### src/ring_notify_defines.svh
`ifndef RING_NOTIFY_DEFINES_SVH
`define RING_NOTIFY_DEFINES_SVH

// ****************************************************************
// geometry
// ****************************************************************
`define RN_NUM_RINGS        4
`define RN_RING_IDX_W       2
`define RN_ADDR_W           8

// ****************************************************************
// register offsets (byte addresses)
// ****************************************************************
`define RN_OFF_DEV_FEAT     8'h00
`define RN_OFF_DRV_FEAT     8'h04
`define RN_OFF_RING_BASE    8'h08
`define RN_OFF_RING_DEPTH   8'h0C
`define RN_OFF_RING_SEL     8'h10
`define RN_OFF_DOORBELL     8'h14
`define RN_OFF_CAUSE        8'h18
`define RN_OFF_CFG_VEC      8'h1C
`define RN_OFF_RING_VEC     8'h20
`define RN_OFF_CTRL         8'h24
`define RN_OFF_TABLE_SIZE   8'h28

// ****************************************************************
// field positions
// ****************************************************************
`define RN_FEAT_EXT_DB_BIT  28
`define RN_CTRL_MSG_EN_BIT  0
`define RN_CTRL_LEGACY_BIT  1
`define RN_DB_RING_LSB      0
`define RN_DB_OFF_LSB       16
`define RN_DB_WRAP_BIT      31

// ****************************************************************
// reset values and constants
// ****************************************************************
`define RN_DEV_FEAT_RST     32'h1000_0000
`define RN_DEPTH_MAX        16'h0100
`define RN_TABLE_SIZE       11'h007
`define RN_NO_VECTOR        16'hFFFF
`define RN_CTRL_RST         2'h0
`define RN_LEGACY_ALIGN     4096

`endif

### src/ring_notify_pkg.sv
`include "ring_notify_defines.svh"

package ring_notify_pkg;

  typedef logic [15:0]               vector_t;
  typedef logic [`RN_RING_IDX_W-1:0] ring_idx_t;

  typedef struct packed {
    logic cfg;
    logic used;
  } cause_s;

endpackage : ring_notify_pkg

### src/kick_if.sv
`timescale 1ns/1ps

interface kick_if;
  logic        valid;
  logic [15:0] ring;
  logic [14:0] next_off;
  logic        wrap;

  modport producer (output valid, output ring, output next_off, output wrap);
  modport consumer (input valid, input ring, input next_off, input wrap);
endinterface : kick_if

### src/doorbell_decode.sv
`timescale 1ns/1ps
`include "ring_notify_defines.svh"

module doorbell_decode (
  input  wire logic        strobe,
  input  wire logic [31:0] wdata,
  input  wire logic        ext_mode,
  kick_if.producer         kick
);

  // ****************************************************************
  // field split
  // ****************************************************************
  // plain mode: only the ring index matters, the upper half is dropped
  assign kick.valid    = strobe;
  assign kick.ring     = wdata[`RN_DB_RING_LSB +: 16];
  assign kick.next_off = ext_mode ? wdata[`RN_DB_OFF_LSB +: 15] : 15'h0000;
  assign kick.wrap     = ext_mode ? wdata[`RN_DB_WRAP_BIT] : 1'b0;

endmodule : doorbell_decode

### src/ring_vector_map.sv
`timescale 1ns/1ps
`include "ring_notify_defines.svh"

module ring_vector_map (
  input  wire logic                     clock,
  input  wire logic                     reset,
  input  wire logic                     cfg_wr,
  input  wire logic                     ring_wr,
  input  wire ring_notify_pkg::ring_idx_t ring_sel,
  input  wire logic [15:0]              wdata,
  input  wire ring_notify_pkg::ring_idx_t look_ring,
  output      ring_notify_pkg::vector_t cfg_vec,
  output      ring_notify_pkg::vector_t sel_vec,
  output      ring_notify_pkg::vector_t look_vec
);

  ring_notify_pkg::vector_t cfg_vec_q;
  ring_notify_pkg::vector_t ring_vec_q [`RN_NUM_RINGS];
  ring_notify_pkg::vector_t wr_value;

  // a mapping beyond the table fails and reads back as unmapped
  function automatic ring_notify_pkg::vector_t map_value(input logic [15:0] req);
    map_value = (req <= {5'h00, `RN_TABLE_SIZE}) ? req : `RN_NO_VECTOR;
  endfunction : map_value

  assign wr_value = map_value(wdata);

  // ****************************************************************
  // mapping storage
  // ****************************************************************
  always_ff @(posedge clock or posedge reset) begin
    if (reset) begin
      cfg_vec_q <= `RN_NO_VECTOR;
      for (int i = 0; i < `RN_NUM_RINGS; i++) begin
        ring_vec_q[i] <= `RN_NO_VECTOR;
      end
    end else begin
      if (cfg_wr) begin
        cfg_vec_q <= wr_value;
      end
      if (ring_wr) begin
        ring_vec_q[ring_sel] <= wr_value;
      end
    end
  end

  assign cfg_vec  = cfg_vec_q;
  assign sel_vec  = ring_vec_q[ring_sel];
  assign look_vec = ring_vec_q[look_ring];
endmodule : ring_vector_map

### src/ring_transport_irq_notify.sv
`timescale 1ns/1ps
`include "ring_notify_defines.svh"

module ring_transport_irq_notify (
  input  wire logic                  clock,
  input  wire logic                  reset,
  input  wire logic [`RN_ADDR_W-1:0] reg_addr,
  input  wire logic [31:0]           reg_wdata,
  input  wire logic                  reg_wr,
  input  wire logic                  reg_rd,
  output      logic [31:0]           reg_rdata,
  input  wire logic                  used_event,
  input  wire logic [15:0]           used_ring,
  input  wire logic                  config_event,
  output      logic                  irq_line,
  output      logic                  msg_valid,
  output      logic [15:0]           msg_vector,
  output      logic                  kick_valid,
  output      logic [15:0]           kick_ring,
  output      logic [14:0]           kick_next_off,
  output      logic                  kick_wrap
);

  // ****************************************************************
  // state
  // ****************************************************************
  logic [31:0]                drv_feat_q;
  logic [1:0]                 ctrl_q;
  logic [15:0]                sel_q;
  logic [15:0]                depth_q [`RN_NUM_RINGS];
  logic [31:0]                base_q  [`RN_NUM_RINGS];
  ring_notify_pkg::cause_s    cause_q;
  ring_notify_pkg::cause_s    cause_d;
  ring_notify_pkg::cause_s    cause_set;
  logic                       cfg_pend_q;
  logic                       cfg_pend_d;
  logic [31:0]                rdata_q;
  logic                       irq_line_q;
  logic                       msg_valid_q;
  logic [15:0]                msg_vector_q;
  logic                       kick_valid_q;
  logic [15:0]                kick_ring_q;
  logic [14:0]                kick_next_off_q;
  logic                       kick_wrap_q;

  // ****************************************************************
  // decode
  // ****************************************************************
  function automatic logic ring_exists(input logic [15:0] idx);
    ring_exists = idx < 16'(`RN_NUM_RINGS);
  endfunction : ring_exists

  logic                       msg_en;
  logic                       legacy;
  logic                       ext_db;
  logic                       sel_ok;
  logic                       used_ok;
  ring_notify_pkg::ring_idx_t sel_idx;
  ring_notify_pkg::ring_idx_t used_idx;
  logic                       wr_drv_feat;
  logic                       wr_base;
  logic                       wr_depth;
  logic                       wr_sel;
  logic                       wr_db;
  logic                       wr_cfg_vec;
  logic                       wr_ring_vec;
  logic                       wr_ctrl;
  logic                       rd_cause;
  logic                       depth_ok;
  logic [31:0]                rd_mux;

  assign msg_en      = ctrl_q[`RN_CTRL_MSG_EN_BIT];
  assign legacy      = ctrl_q[`RN_CTRL_LEGACY_BIT];
  assign ext_db      = drv_feat_q[`RN_FEAT_EXT_DB_BIT];
  assign sel_ok      = ring_exists(sel_q);
  assign used_ok     = ring_exists(used_ring);
  assign sel_idx     = sel_q[`RN_RING_IDX_W-1:0];
  assign used_idx    = used_ring[`RN_RING_IDX_W-1:0];
  assign wr_drv_feat = reg_wr && reg_addr == `RN_OFF_DRV_FEAT;
  assign wr_base     = reg_wr && reg_addr == `RN_OFF_RING_BASE && sel_ok;
  assign wr_depth    = reg_wr && reg_addr == `RN_OFF_RING_DEPTH && sel_ok;
  assign wr_sel      = reg_wr && reg_addr == `RN_OFF_RING_SEL;
  assign wr_db       = reg_wr && reg_addr == `RN_OFF_DOORBELL;
  assign wr_cfg_vec  = reg_wr && reg_addr == `RN_OFF_CFG_VEC;
  assign wr_ring_vec = reg_wr && reg_addr == `RN_OFF_RING_VEC && sel_ok;
  assign wr_ctrl     = reg_wr && reg_addr == `RN_OFF_CTRL;
  assign rd_cause    = reg_rd && reg_addr == `RN_OFF_CAUSE;

  // legacy layout has no size negotiation, so depth writes are dropped there
  assign depth_ok    = !legacy && reg_wdata[15:0] != 16'h0000 &&
                       reg_wdata[15:0] <= `RN_DEPTH_MAX;

  // ****************************************************************
  // vector mapping and doorbell
  // ****************************************************************
  ring_notify_pkg::vector_t cfg_vec;
  ring_notify_pkg::vector_t sel_vec;
  ring_notify_pkg::vector_t look_vec;

  ring_vector_map u_vec (
    .clock     (clock),
    .reset     (reset),
    .cfg_wr    (wr_cfg_vec),
    .ring_wr   (wr_ring_vec),
    .ring_sel  (sel_idx),
    .wdata     (reg_wdata[15:0]),
    .look_ring (used_idx),
    .cfg_vec   (cfg_vec),
    .sel_vec   (sel_vec),
    .look_vec  (look_vec)
  );

  kick_if kick_bus ();

  doorbell_decode u_db (
    .strobe   (wr_db),
    .wdata    (reg_wdata),
    .ext_mode (ext_db),
    .kick     (kick_bus)
  );

  // ****************************************************************
  // read mux
  // ****************************************************************
  assign rd_mux =
    (reg_addr == `RN_OFF_DEV_FEAT)   ? `RN_DEV_FEAT_RST :
    (reg_addr == `RN_OFF_DRV_FEAT)   ? drv_feat_q :
    (reg_addr == `RN_OFF_RING_BASE)  ? (sel_ok ? base_q[sel_idx] : 32'h0000_0000) :
    (reg_addr == `RN_OFF_RING_DEPTH) ? {16'h0000, sel_ok ? depth_q[sel_idx] : 16'h0000} :
    (reg_addr == `RN_OFF_RING_SEL)   ? {16'h0000, sel_q} :
    (reg_addr == `RN_OFF_CAUSE)      ? {30'h0000_0000, cause_q} :
    (reg_addr == `RN_OFF_CFG_VEC)    ? {16'h0000, cfg_vec} :
    (reg_addr == `RN_OFF_RING_VEC)   ? {16'h0000, sel_ok ? sel_vec : `RN_NO_VECTOR} :
    (reg_addr == `RN_OFF_CTRL)       ? {30'h0000_0000, ctrl_q} :
    (reg_addr == `RN_OFF_TABLE_SIZE) ? {21'h00_0000, `RN_TABLE_SIZE} :
                                       32'h0000_0000;

  // ****************************************************************
  // interrupt cause and messages
  // ****************************************************************
  logic used_go;
  logic cfg_go;
  logic merge;

  // cause bits only in line mode; message mode routes through vectors
  assign cause_set.used = used_event && !msg_en;
  assign cause_set.cfg  = config_event && !msg_en;
  // set beats the clearing read
  assign cause_d        = (rd_cause ? 2'h0 : cause_q) | cause_set;

  assign used_go    = msg_en && used_event && used_ok && look_vec != `RN_NO_VECTOR;
  assign cfg_go     = msg_en && (config_event || cfg_pend_q) && cfg_vec != `RN_NO_VECTOR;
  // same vector: one message carries both causes
  assign merge      = used_go && cfg_go && cfg_vec == look_vec;
  // config message on another vector waits one cycle behind the ring message
  assign cfg_pend_d = cfg_go && used_go && !merge;

  // ****************************************************************
  // registers
  // ****************************************************************
  always_ff @(posedge clock or posedge reset) begin
    if (reset) begin
      drv_feat_q <= 32'h0000_0000;
      ctrl_q     <= `RN_CTRL_RST;
      sel_q      <= 16'h0000;
      for (int i = 0; i < `RN_NUM_RINGS; i++) begin
        depth_q[i] <= `RN_DEPTH_MAX;
        base_q[i]  <= 32'h0000_0000;
      end
    end else begin
      if (wr_drv_feat) begin
        drv_feat_q <= reg_wdata;
      end
      if (wr_ctrl) begin
        ctrl_q <= reg_wdata[1:0];
      end
      if (wr_sel) begin
        sel_q <= reg_wdata[15:0];
      end
      if (wr_depth && depth_ok) begin
        depth_q[sel_idx] <= reg_wdata[15:0];
      end
      if (wr_base) begin
        base_q[sel_idx] <= reg_wdata;
      end
    end
  end

  always_ff @(posedge clock or posedge reset) begin
    if (reset) begin
      cause_q      <= 2'h0;
      cfg_pend_q   <= 1'b0;
      irq_line_q   <= 1'b0;
      msg_valid_q  <= 1'b0;
      msg_vector_q <= 16'h0000;
      rdata_q      <= 32'h0000_0000;
    end else begin
      cause_q      <= cause_d;
      cfg_pend_q   <= cfg_pend_d;
      irq_line_q   <= (|cause_d) && !msg_en;
      msg_valid_q  <= used_go || cfg_go;
      msg_vector_q <= used_go ? look_vec : cfg_vec;
      rdata_q      <= reg_rd ? rd_mux : 32'h0000_0000;
    end
  end

  always_ff @(posedge clock or posedge reset) begin
    if (reset) begin
      kick_valid_q    <= 1'b0;
      kick_ring_q     <= 16'h0000;
      kick_next_off_q <= 15'h0000;
      kick_wrap_q     <= 1'b0;
    end else begin
      kick_valid_q    <= kick_bus.valid;
      kick_ring_q     <= kick_bus.valid ? kick_bus.ring : kick_ring_q;
      kick_next_off_q <= kick_bus.valid ? kick_bus.next_off : kick_next_off_q;
      kick_wrap_q     <= kick_bus.valid ? kick_bus.wrap : kick_wrap_q;
    end
  end

  assign reg_rdata     = rdata_q;
  assign irq_line      = irq_line_q;
  assign msg_valid     = msg_valid_q;
  assign msg_vector    = msg_vector_q;
  assign kick_valid    = kick_valid_q;
  assign kick_ring     = kick_ring_q;
  assign kick_next_off = kick_next_off_q;
  assign kick_wrap     = kick_wrap_q;
endmodule : ring_transport_irq_notify

### config.mk
export PLATFORM = sky130hd
export DESIGN_NAME = ring_transport_irq_notify
export DESIGN_NICKNAME = d
export VERILOG_FILES = /design/src/ring_notify_pkg.sv /design/src/kick_if.sv /design/src/doorbell_decode.sv /design/src/ring_vector_map.sv /design/src/ring_transport_irq_notify.sv
export VERILOG_INCLUDE_DIRS = /design/src
export SDC_FILE = /design/constraint.sdc
export NUM_CORES = 1
export LEC_CHECK = 0
export ABC_AREA = 1
export BUFFER_PORTS_ARGS = -buffer_cell sky130_fd_sc_hd__buf_2
export CORE_MARGIN = 2
export CORE_UTILIZATION = 30
export CTS_BUF_LIST = sky130_fd_sc_hd__clkbuf_2
export DETAILED_ROUTE_END_ITERATION = 8
export PLACE_DENSITY = 0.45
export SYNTH_ARGS = -nofsm -noshare
export SYNTH_HDL_FRONTEND = slang
export SYNTH_SLANG_ARGS = --single-unit
### constraint.sdc
create_clock -name clock -period 17.65 [get_ports clock]
set_input_delay 2.6475 -clock clock [delete_from_list [all_inputs] [get_ports clock]]
set_output_delay 2.6475 -clock clock [all_outputs]
set_load 0.05 [all_outputs]
==> impl_metrics.toml, run 1 <==
[route]
drt.antenna.violating_nets = 0
drt_wl_total_um = 60700
routedWlPerCell_um = 18.7
vias_per_cell = 4.81
wl_met3_um = 3730
first_pass_iters = 7
vias = 15700
routed-wl-met2_um = 26900
drc_errors = 0
drt_iter0_drc = 1150
top_layer_used = "met4"
wl_met1_um = 28300

[cells_and_area]
drive_gt1_share_pct = 20.2
final_cell_mix = "nand2_1, dfrtp_1, clkbuf_2"
layout_commonest_cell = "nand2_1"
finalNetCount = 2435
area_growth_pct = 12.0
nFillCells = 6498

[min_path]
hold_end = "depth_q[58]"
hp-class = "register to register"
hold_depth = 2
worstHoldStart = "depth_q[58]"

[outcome]
outcome = "complete, no violations"

[timing]
fin_crit_sh_pct = 26.4
worst_slew_pin_slew_ns = 1.18
fin_crit_ns = 4.66
rsz0062_at_grt = "false"
finalMaxSlewViolations = 0
hold_viol = 0
maxSlewHeadroom_pct = 21.3
finClkSkew_ns = 0.121
setup_viol = 0
finalSetupTns_ns = 0
max_freq_ghz = 0.215

[power]
total_power_mw = 1.81
power_density_mw_per_mm2 = 87.1
vdd_drop_max_v = 0.0000374
p_leak_nw = 10.7

[setup_path]
path_buf_inv = 1
worstPathMaxFanout = 2
max_stage_delay_ns = 0.50
r2r_slack_ns = 14.09
worstPathRequired_ns = 15.00
cp_cell_sequence = "buf_2"
cp_slowest_cell = "dfrtp_1"
crit_path_start_kind = "register"
cp.arrival_ns = 2.01
path_delay_family = "flip-flops"
reg2reg_to = "base_q[9]"
cp-end-kind = "primary output"
r2r_cells = 6
criticalPathCategory = "register to primary output"
r2r-start = "sel_q[0]"

[global_routing]
overflow = 0
grt_pass1_wl_um = 94000
grt_pass1_vias = 15600
grt_max_degree = 160
grt_antenna_before_repair = 5
grt_usage_pct = 19.3

[die]
initial_utilization_pct = 30.2
core_area_mm2 = 0.0614
boundaryPins = 145
die_h_um = 253
die_area_mm2 = 0.0638
rows = 91
die_w_um = 253

[yosys]
syn_area_mm2 = 0.0185
ys_warn_count = 0
syn_nets = 2281
syn_area_per_cell_um2 = 8.35
yosysUniqueCellTypes = 31
synth_cells = 2219
yosysSeqAreaShare_pct = 55.6
ys_ff_latch = 408

[clock_network]
numCtsBuffers = 109
hold_buffers = 0
htree_levels = 3
cts_sinks = 408
cts_setup_buffers = 0
path_clk_slew_ns = 0.11
cts-root-buf = "clkbuf_2"
insertion_delay_ns = 1.21
cts_resized = 0
cts_tree = "done"
clk_path_buf_depth = 3

[placement]
numPortBuffers = 144
place.gp.congestion = 0.874
dp_hpwl_um = 39100

[job]
drv_cap = 0
layout make-up:
type                       instances  area [µm²]  area share, %
antenna                            5        12.5         0.0603
clock buffer                     173         866           4.17
clock inverter                    23         135          0.651
inverter                         150         572           2.75
multi-input combinational       1543        7020           33.8
sequential                       408       10300           49.7
tap                              790         988           4.76
timing repair buffer             161         861           4.15
cells by family after synthesis:
family	count (synthesis)	synth area share (%)
DFF	408	55.6
and+or+nand+nor	1149	25.2
buffers and inverters	268	6.68
xor gates and xnor gates	7	0.331
AOI/OAI and AO/OA	387	12.1
power by group:
| part | switching [mW] | internal, mW |
|---|---|---|
| Combinational | 0.123 | 0.0294 |
| Sequential | 0.0138 | 0.954 |
| Clock | 0.416 | 0.274 |
| Total | 0.553 | 1.26 |
how the worst max path moves through the flow:
| stage | startpoint | end | slack, ns | cells after the start |
|---|---|---|---|---|
| floorplan | reset | base_q[0] | 3.79 | 1 |
| global placement | reg_addr[7] | depth_q[48] | 12.13 | 11 |
| detailed placement | reg_addr[7] | depth_q[55] | 12.16 | 11 |
| CTS | reg_rdata[1] | reg_rdata[1] | 12.88 | 1 |
| global route | reg_rdata[1] | reg_rdata[1] | 12.83 | 1 |
| finish | reg_rdata[5] | reg_rdata[5] | 12.99 | 1 |
layer usage:
metal	global-route usage, %	vias up
li1	-	7545
met1	27.0	7521
met2	29.5	463
met3	4.10	131
met4	6.61	0
met5	0	-
cells in the mapped netlist:
library cell    n  area [µm²]
o21ai_0       128         641
buf_1           5        18.8
dfrtp_1       324        8110
o22ai_1         2        12.5
nand3_1       132         661
nand3b_1        2        15.0
o21ai_2        43         377
dfstp_2        84        2210
clkinv_1        4        15.0
xor2_1          7        61.3
buf_2          38         190
nand2_2         3        18.8
nor4_1          1        6.26
buf_4           9        67.6
a21oi_1        70         350
nand4_1        37         231
o21ai_1        85         425
nor2_1        162         608
inv_1         139         522
nor2_2          2        12.5
nand2_4         4        45.0
clkbuf_1       46         173
a22oi_1        59         443
nor2_4          2        22.5
and3_1          4        25.0
nor3_1          5        25.0
nor4_4          1        21.3
buf_6          20         225
nand2_1       793        2980
inv_2           7        26.3
or2_2           1        6.26
flip-flops by register name, indices dropped and copies added (netlist names), 15 cells and up:
register and cells:
depth_q 64, msg_vector 16, kick_ring 16, kick_next_off 15, u_vec.cfg_vec 16, reg_rdata 32, u_vec.ring_vec_q 64, base_q 128
drv_feat_q 32, sel_q 16
worst register-to-register path: stages (launching register included):
cell	delay, ns
dfrtp_1	0.62
nand2_1	0.64
inv_2	0.45
buf_4	0.64
nand2_4	0.64
nand2_1	0.31
o21ai_2	0.07
stage by stage:
step | utilization [%] | worst slack (ns) | area [µm²] | instances | hold WS [ns]
2_1_floorplan | - | 3.79 | 18500 | 2219 | 0.436
3_3_place_gp | 32.2 | 12.13 | 19800 | 3052 | 0.449
6_report | 33.8 | 12.99 | 20800 | 3253 | 0.470
3_5_place_dp | 32.2 | 12.16 | 19800 | 3052 | 0.452
5_1_grt | 33.8 | 12.83 | 20800 | 3252 | 0.492
4_1_cts | 33.8 | 12.88 | 20800 | 3248 | 0.476
(Power assumes the default switching activity.)
==> run 2, diff against run 1 <==
==> constraint.sdc (replaced) <==
create_clock -name clock -period 4.4 [get_ports clock]
set_input_delay 0.66 -clock clock [delete_from_list [all_inputs] [get_ports clock]]
set_output_delay 0.66 -clock clock [all_outputs]
set_load 0.05 [all_outputs]
==> run 2 against run 1 <==
Compared with the run above:
- critical path depth up 9
- clock skew fell by 0.0052 ns
- power rose to 4.0 times the previous value
- via count grew 2.5%
- critical endpoint is now msg_vector[6]
==> impl_metrics.toml, run 2 (same netlist as run 1, synthesis figures left out) <==
[setup_path]
r2r_slack_ns = 1.26
cp.arrival_ns = 4.23
worstPathMaxFanout = 13
setup.worst_path.end = "msg_vector[6]"
cp-startpoint = "used_ring[5]"
crit_path_start_kind = "primary input"
r2r_cells = 7
cp-end-kind = "register"
worstPathRequired_ns = 5.41
r2r-start = "sel_q[1]"
reg2reg_to = "base_q[72]"
criticalPathCategory = "primary input to register"

[cells_and_area]
multi_input_area_mm2 = 0.00702
stdcell_area_mm2 = 0.0215
area_growth_pct = 15.8
fin_cells = 3320
drive_gt1_share_pct = 20.5
final_cell_mix = "nand2_1, dfrtp_1, clkbuf_2"
largest_reg_flops = 128
regMostFlops = "base_q"
layout_commonest_cell = "nand2_1"
top_regs = "base_q: 128 flops, depth_q: 64 flops, u_vec.ring_vec_q: 64 flops"
finalNetCount = 2507
nFillCells = 6474
regArea_mm2 = 0.0103

[die]
die_h_um = 253
rows = 91
initial_utilization_pct = 30.2
boundaryPins = 145
die_w_um = 253
core_area_mm2 = 0.0614
die_area_mm2 = 0.0638

[clock_network]
hold_buffers = 52
cts_resized = 0
cts-root-buf = "clkbuf_2"
insertion_delay_ns = 1.17
cts_tree = "done"
path_clk_slew_ns = 0.10
htree_levels = 3
cts_setup_buffers = 0
cts_sinks = 408
numCtsBuffers = 111
clk_path_buf_depth = 3

[timing]
hold_viol = 0
finClkSkew_ns = 0.116
worst_slew_pin_slew_ns = 0.996
maxSlewHeadroom_pct = 33.4
max_freq_ghz = 0.310
setup_ws_ns = 1.18
fin_crit_sh_pct = 73.3
rsz0062_at_grt = "false"
setup_viol = 0
fin_crit_ns = 3.22
finalMaxSlewViolations = 0

[global_routing]
grt_max_degree = 111
grt_pass1_vias = 15800
grt_usage_pct = 19.6
grt_antenna_before_repair = 3
grt_pass1_wl_um = 95200
overflow = 0

[min_path]
hp-class = "primary input to register"

[route]
routedWlPerCell_um = 18.7
vias = 16100
drt_wl_total_um = 62000
first_pass_iters = 6
drc_errors = 0
vias_per_cell = 4.84
drt_iter0_drc = 1296
drt.antenna.violating_nets = 0

[outcome]
outcome = "complete, no violations"

[placement]
dp_worst_setup_slack_ns = 1.04
numPortBuffers = 144
place.gp.congestion = 0.894
place_area_mm2 = 0.0199
dp_hpwl_um = 40400
dp.cells = 3070

[power]
total_power_mw = 7.32
p_leak_nw = 11.0
vdd_drop_max_v = 0.000149
power_density_mw_per_mm2 = 341

[job]
drv_cap = 0
## run 2: final cells by class
type                       instances  share of cell area (%)
clock inverter                    19                   0.542
sequential                       408                    48.0
clock buffer                     177                    4.13
antenna                            2                  0.0233
timing repair buffer             231                    7.35
inverter                         150                    2.65
tap                              790                    4.60
multi-input combinational       1543                    32.7
## run 2: report_power, final
| group | switching, mW | internal [mW] |
|---|---|---|
| sequential | 0.0592 | 3.83 |
| clock | 1.66 | 1.12 |
| combinational | 0.501 | 0.161 |
## run 2: critical path, stage by stage
cell and delay (ns):
dlygate4sd3_1 0.53, buf_2 0.12, nor2_1 0.11, dlygate4sd3_1 0.56, nand3_1 0.06, dlygate4sd3_1 0.57
nor3_2 0.66, dlygate4sd3_1 0.78, nand3_1 0.10, nand2_1 0.08
## run 2: how the worst min path moves through the flow
stage                      startpoint           to  depth (start not counted)
after floorplan           depth_q[10]  depth_q[10]                          2
after global routing      reg_addr[7]    ctrl_q[1]                          6
after detailed placement  depth_q[58]  depth_q[58]                          2
after CTS                 reg_addr[7]    ctrl_q[1]                          6
final                     reg_addr[7]    ctrl_q[1]                          6
after global placement    depth_q[41]  depth_q[41]                          2
## run 2: per-stage QoR
step / hold slack [ns] / utilization (%) / setup TNS [ns]
2_1_floorplan: 0.436 / - / -563.60
3_3_place_gp: 0.448 / 32.5 / 0
3_5_place_dp: 0.452 / 32.5 / 0
4_1_cts: 0.00200 / 35.0 / 0
5_1_grt: 0.0386 / 35.0 / 0
6_report: 0.140 / 35.0 / 0
## run 2: layer usage
metal | vias to the layer above | share of wire (%) | global-route usage, %
li1 | 7654 | - | -
met1 | 7754 | 46 | 27.4
met2 | 542 | 45 | 30.0
met3 | 107 | 6.0 | 4.10
met4 | 0 | 2.7 | 6.53
met5 | - | 0 | 0
==> run 3, diff against run 2 <==
--- a/config.mk
+++ b/config.mk
@@ -12,7 +12,7 @@
 export CORE_UTILIZATION = 30
 export CTS_BUF_LIST = sky130_fd_sc_hd__clkbuf_2
 export DETAILED_ROUTE_END_ITERATION = 8
-export PLACE_DENSITY = 0.45
+export PLACE_DENSITY = 0.46
 export SYNTH_ARGS = -nofsm -noshare
 export SYNTH_HDL_FRONTEND = slang
 export SYNTH_SLANG_ARGS = --single-unit
==> constraint.sdc (replaced) <==
create_clock -name clock -period 2.8 [get_ports clock]
set_input_delay 0.42 -clock clock [delete_from_list [all_inputs] [get_ports clock]]
set_output_delay 0.42 -clock clock [all_outputs]
set_load 0.05 [all_outputs]
==> run 3 against run 2 <==
Compared with the run above:
- sequential power increased by 57%
- final cell count up 2.6%
- setup slack got worse by 1.1 ns
- first-iteration DRC count decreased by 4.0%
- critical endpoint is now msg_vector[13]
==> impl_metrics.toml, run 3 (same netlist as run 1, synthesis figures left out) <==
[setup_path]
r2r_slack_ns = 0.18
crit_cells = 12
r2r_cells = 11
reg2reg_to = "reg_rdata[14]"
path_delay_family = "buffers and inverters"
worstPathMaxFanout = 17
cp-end-kind = "register"
crit_path_start_kind = "primary input"
cp_cell_sequence = "dlygate4sd3_1 > buf_2 > nor2_1 > dlygate4sd3_1 > nand3_1 > dlygate4sd3_1 > nor3_2 > dlygate4sd3_1 > buf_4 > nand2_4 > nand2_1 > nand2_1"
path_buf_inv = 6
criticalPathCategory = "primary input to register"
cp_slowest_cell = "dlygate4sd3_1"
setup.worst_path.end = "msg_vector[13]"
worstPathRequired_ns = 3.75
max_stage_delay_ns = 0.57
cp.arrival_ns = 3.64
r2r-start = "sel_q[10]"
cp-startpoint = "used_ring[5]"
crit_top_cell = "dlygate4sd3_1"

[clock_network]
cts_sinks = 408
insertion_delay_ns = 1.13
path_clk_slew_ns = 0.10
cts_tree = "done"
cts-root-buf = "clkbuf_2"
numCtsBuffers = 109
clk_path_buf_depth = 3
htree_levels = 3
cts_setup_buffers = 0

[placement]
place_area_mm2 = 0.0203
numPortBuffers = 144
dp_worst_setup_slack_ns = 0.357
dp_hpwl_um = 41400
dp.cells = 3109
place.gp.congestion = 0.924

[global_routing]
grt_pass1_vias = 16400
grt_antenna_before_repair = 5
use_met3_pct = 4.01
top_usage_layer = "met2"
grt_usage_pct = 19.6
grt_max_degree = 85
grt_pass1_wl_um = 96200
use_met2_pct = 30.6
use_met1_pct = 26.8
overflow = 0

[timing]
finClkSkew_ns = 0.0789
rsz0062_at_grt = "false"
fin_crit_ns = 2.68
worst_slew_pin_slew_ns = 0.707
setup_ws_ns = 0.116
maxSlewHeadroom_pct = 52.8
setup_viol = 0
hold_viol = 0
finalSetupTns_ns = 0
max_freq_ghz = 0.373
fin_crit_sh_pct = 95.9
finalMaxSlewViolations = 0
holdWs_ns = 0.151

[power]
p_leak_nw = 11.5
vdd_drop_max_v = 0.000234
power_density_mw_per_mm2 = 514
total_power_mw = 11.5

[die]
die_h_um = 253
die_w_um = 253
core_area_mm2 = 0.0614
die_area_mm2 = 0.0638
boundaryPins = 145
initial_utilization_pct = 30.2
rows = 91

[cells_and_area]
layout_commonest_cell = "nand2_1"
regMostFlops = "base_q"
stdcell_area_mm2 = 0.0223
largest_reg_flops = 128
area_growth_pct = 20.5
nFillCells = 6458
fin_util_pct = 36.4
top_regs = "base_q: 128 flops, depth_q: 64 flops, u_vec.ring_vec_q: 64 flops"
finalNetCount = 2591
drive_gt1_share_pct = 21.2
fin_cells = 3406
final_cell_mix = "nand2_1, dfrtp_1, clkbuf_2"

[route]
vias_per_cell = 4.79
vias = 16300
first_pass_iters = 5
drt.antenna.violating_nets = 0
routedWlPerCell_um = 18.1
drt_wl_total_um = 61700
drt_iter0_drc = 1244
drc_errors = 0

[min_path]
worstHoldStart = "reg_wdata[12]"
hp-class = "primary input to register"

[job]
drv_cap = 0

[outcome]
outcome = "complete, no violations"
run 3: changes by cell type in the layout (fill, tap and decap cells not counted):
cell	before	now
buf_12	6	14
dlygate4sd3_1	52	99
clkinv_2	1	2
buf_4	29	60
nand2_2	4	3
clkbuf_2	177	173
inv_2	8	11
clkinv_1	16	17
nand2_4	4	5
clkinv_4	2	0
inv_6	1	0
clkinvlp_4	2	4
run 3: worst min path at each step:
stage | depth (start not counted) | endpoint | slack [ns]
final | 4 | sel_q[12] | 0.15
after global routing | 4 | sel_q[9] | 0.01
after CTS | 4 | sel_q[9] | 0.002
after detailed placement | 2 | kick_ring[0] | 0.45
after global placement | 2 | kick_ring[0] | 0.45
after floorplan | 2 | depth_q[10] | 0.44
run 3: worst register-to-register path, delay by kind of cell (launching register included):
kind / cells / cell delay [ns]
flops: 1 / 0.41
simple gates: 8 / 1.22
buf+inv: 2 / 0.32
compound gates: 1 / 0.53
run 3: what timing repair did:
action / CTS / global route
hold endpoints to repair: 671 / 0
hold buffers: 99 / 0
setup endpoints to repair: 0 / 1
resized for setup: 0 / 1
run 3: layout make-up:
class	count	area (µm²)	share of cell area (%)
Tap cell	790	988	4.43
Clock buffer	173	866	3.88
Timing Repair Buffer	317	2440	10.9
Inverter	150	567	2.54
Clock inverter	23	126	0.566
Sequential cell	408	10300	46.2
Multi-Input combinational cell	1543	7020	31.4
Antenna cell	2	5.00	0.0224
run 3: where the power goes:
group,total [mW],switching (mW),internal (mW),leakage [nW]
clock network,4.27,2.56,1.71,0.773
registers,6.10,0.0862,6.01,5.23
logic,1.11,0.802,0.311,5.46
total,11.5,3.45,8.04,11.5
run 3: metal layers:
| layer | wire (µm) | part of all wire (%) | vias to the layer above |
|---|---|---|---|
| met5 | 26 | 0.042 | - |
| li1 | - | - | 7854 |
| met4 | 1710 | 2.8 | 4 |
| met3 | 3350 | 5.4 | 122 |
| met2 | 28200 | 46 | 482 |
| met1 | 28400 | 46 | 7859 |
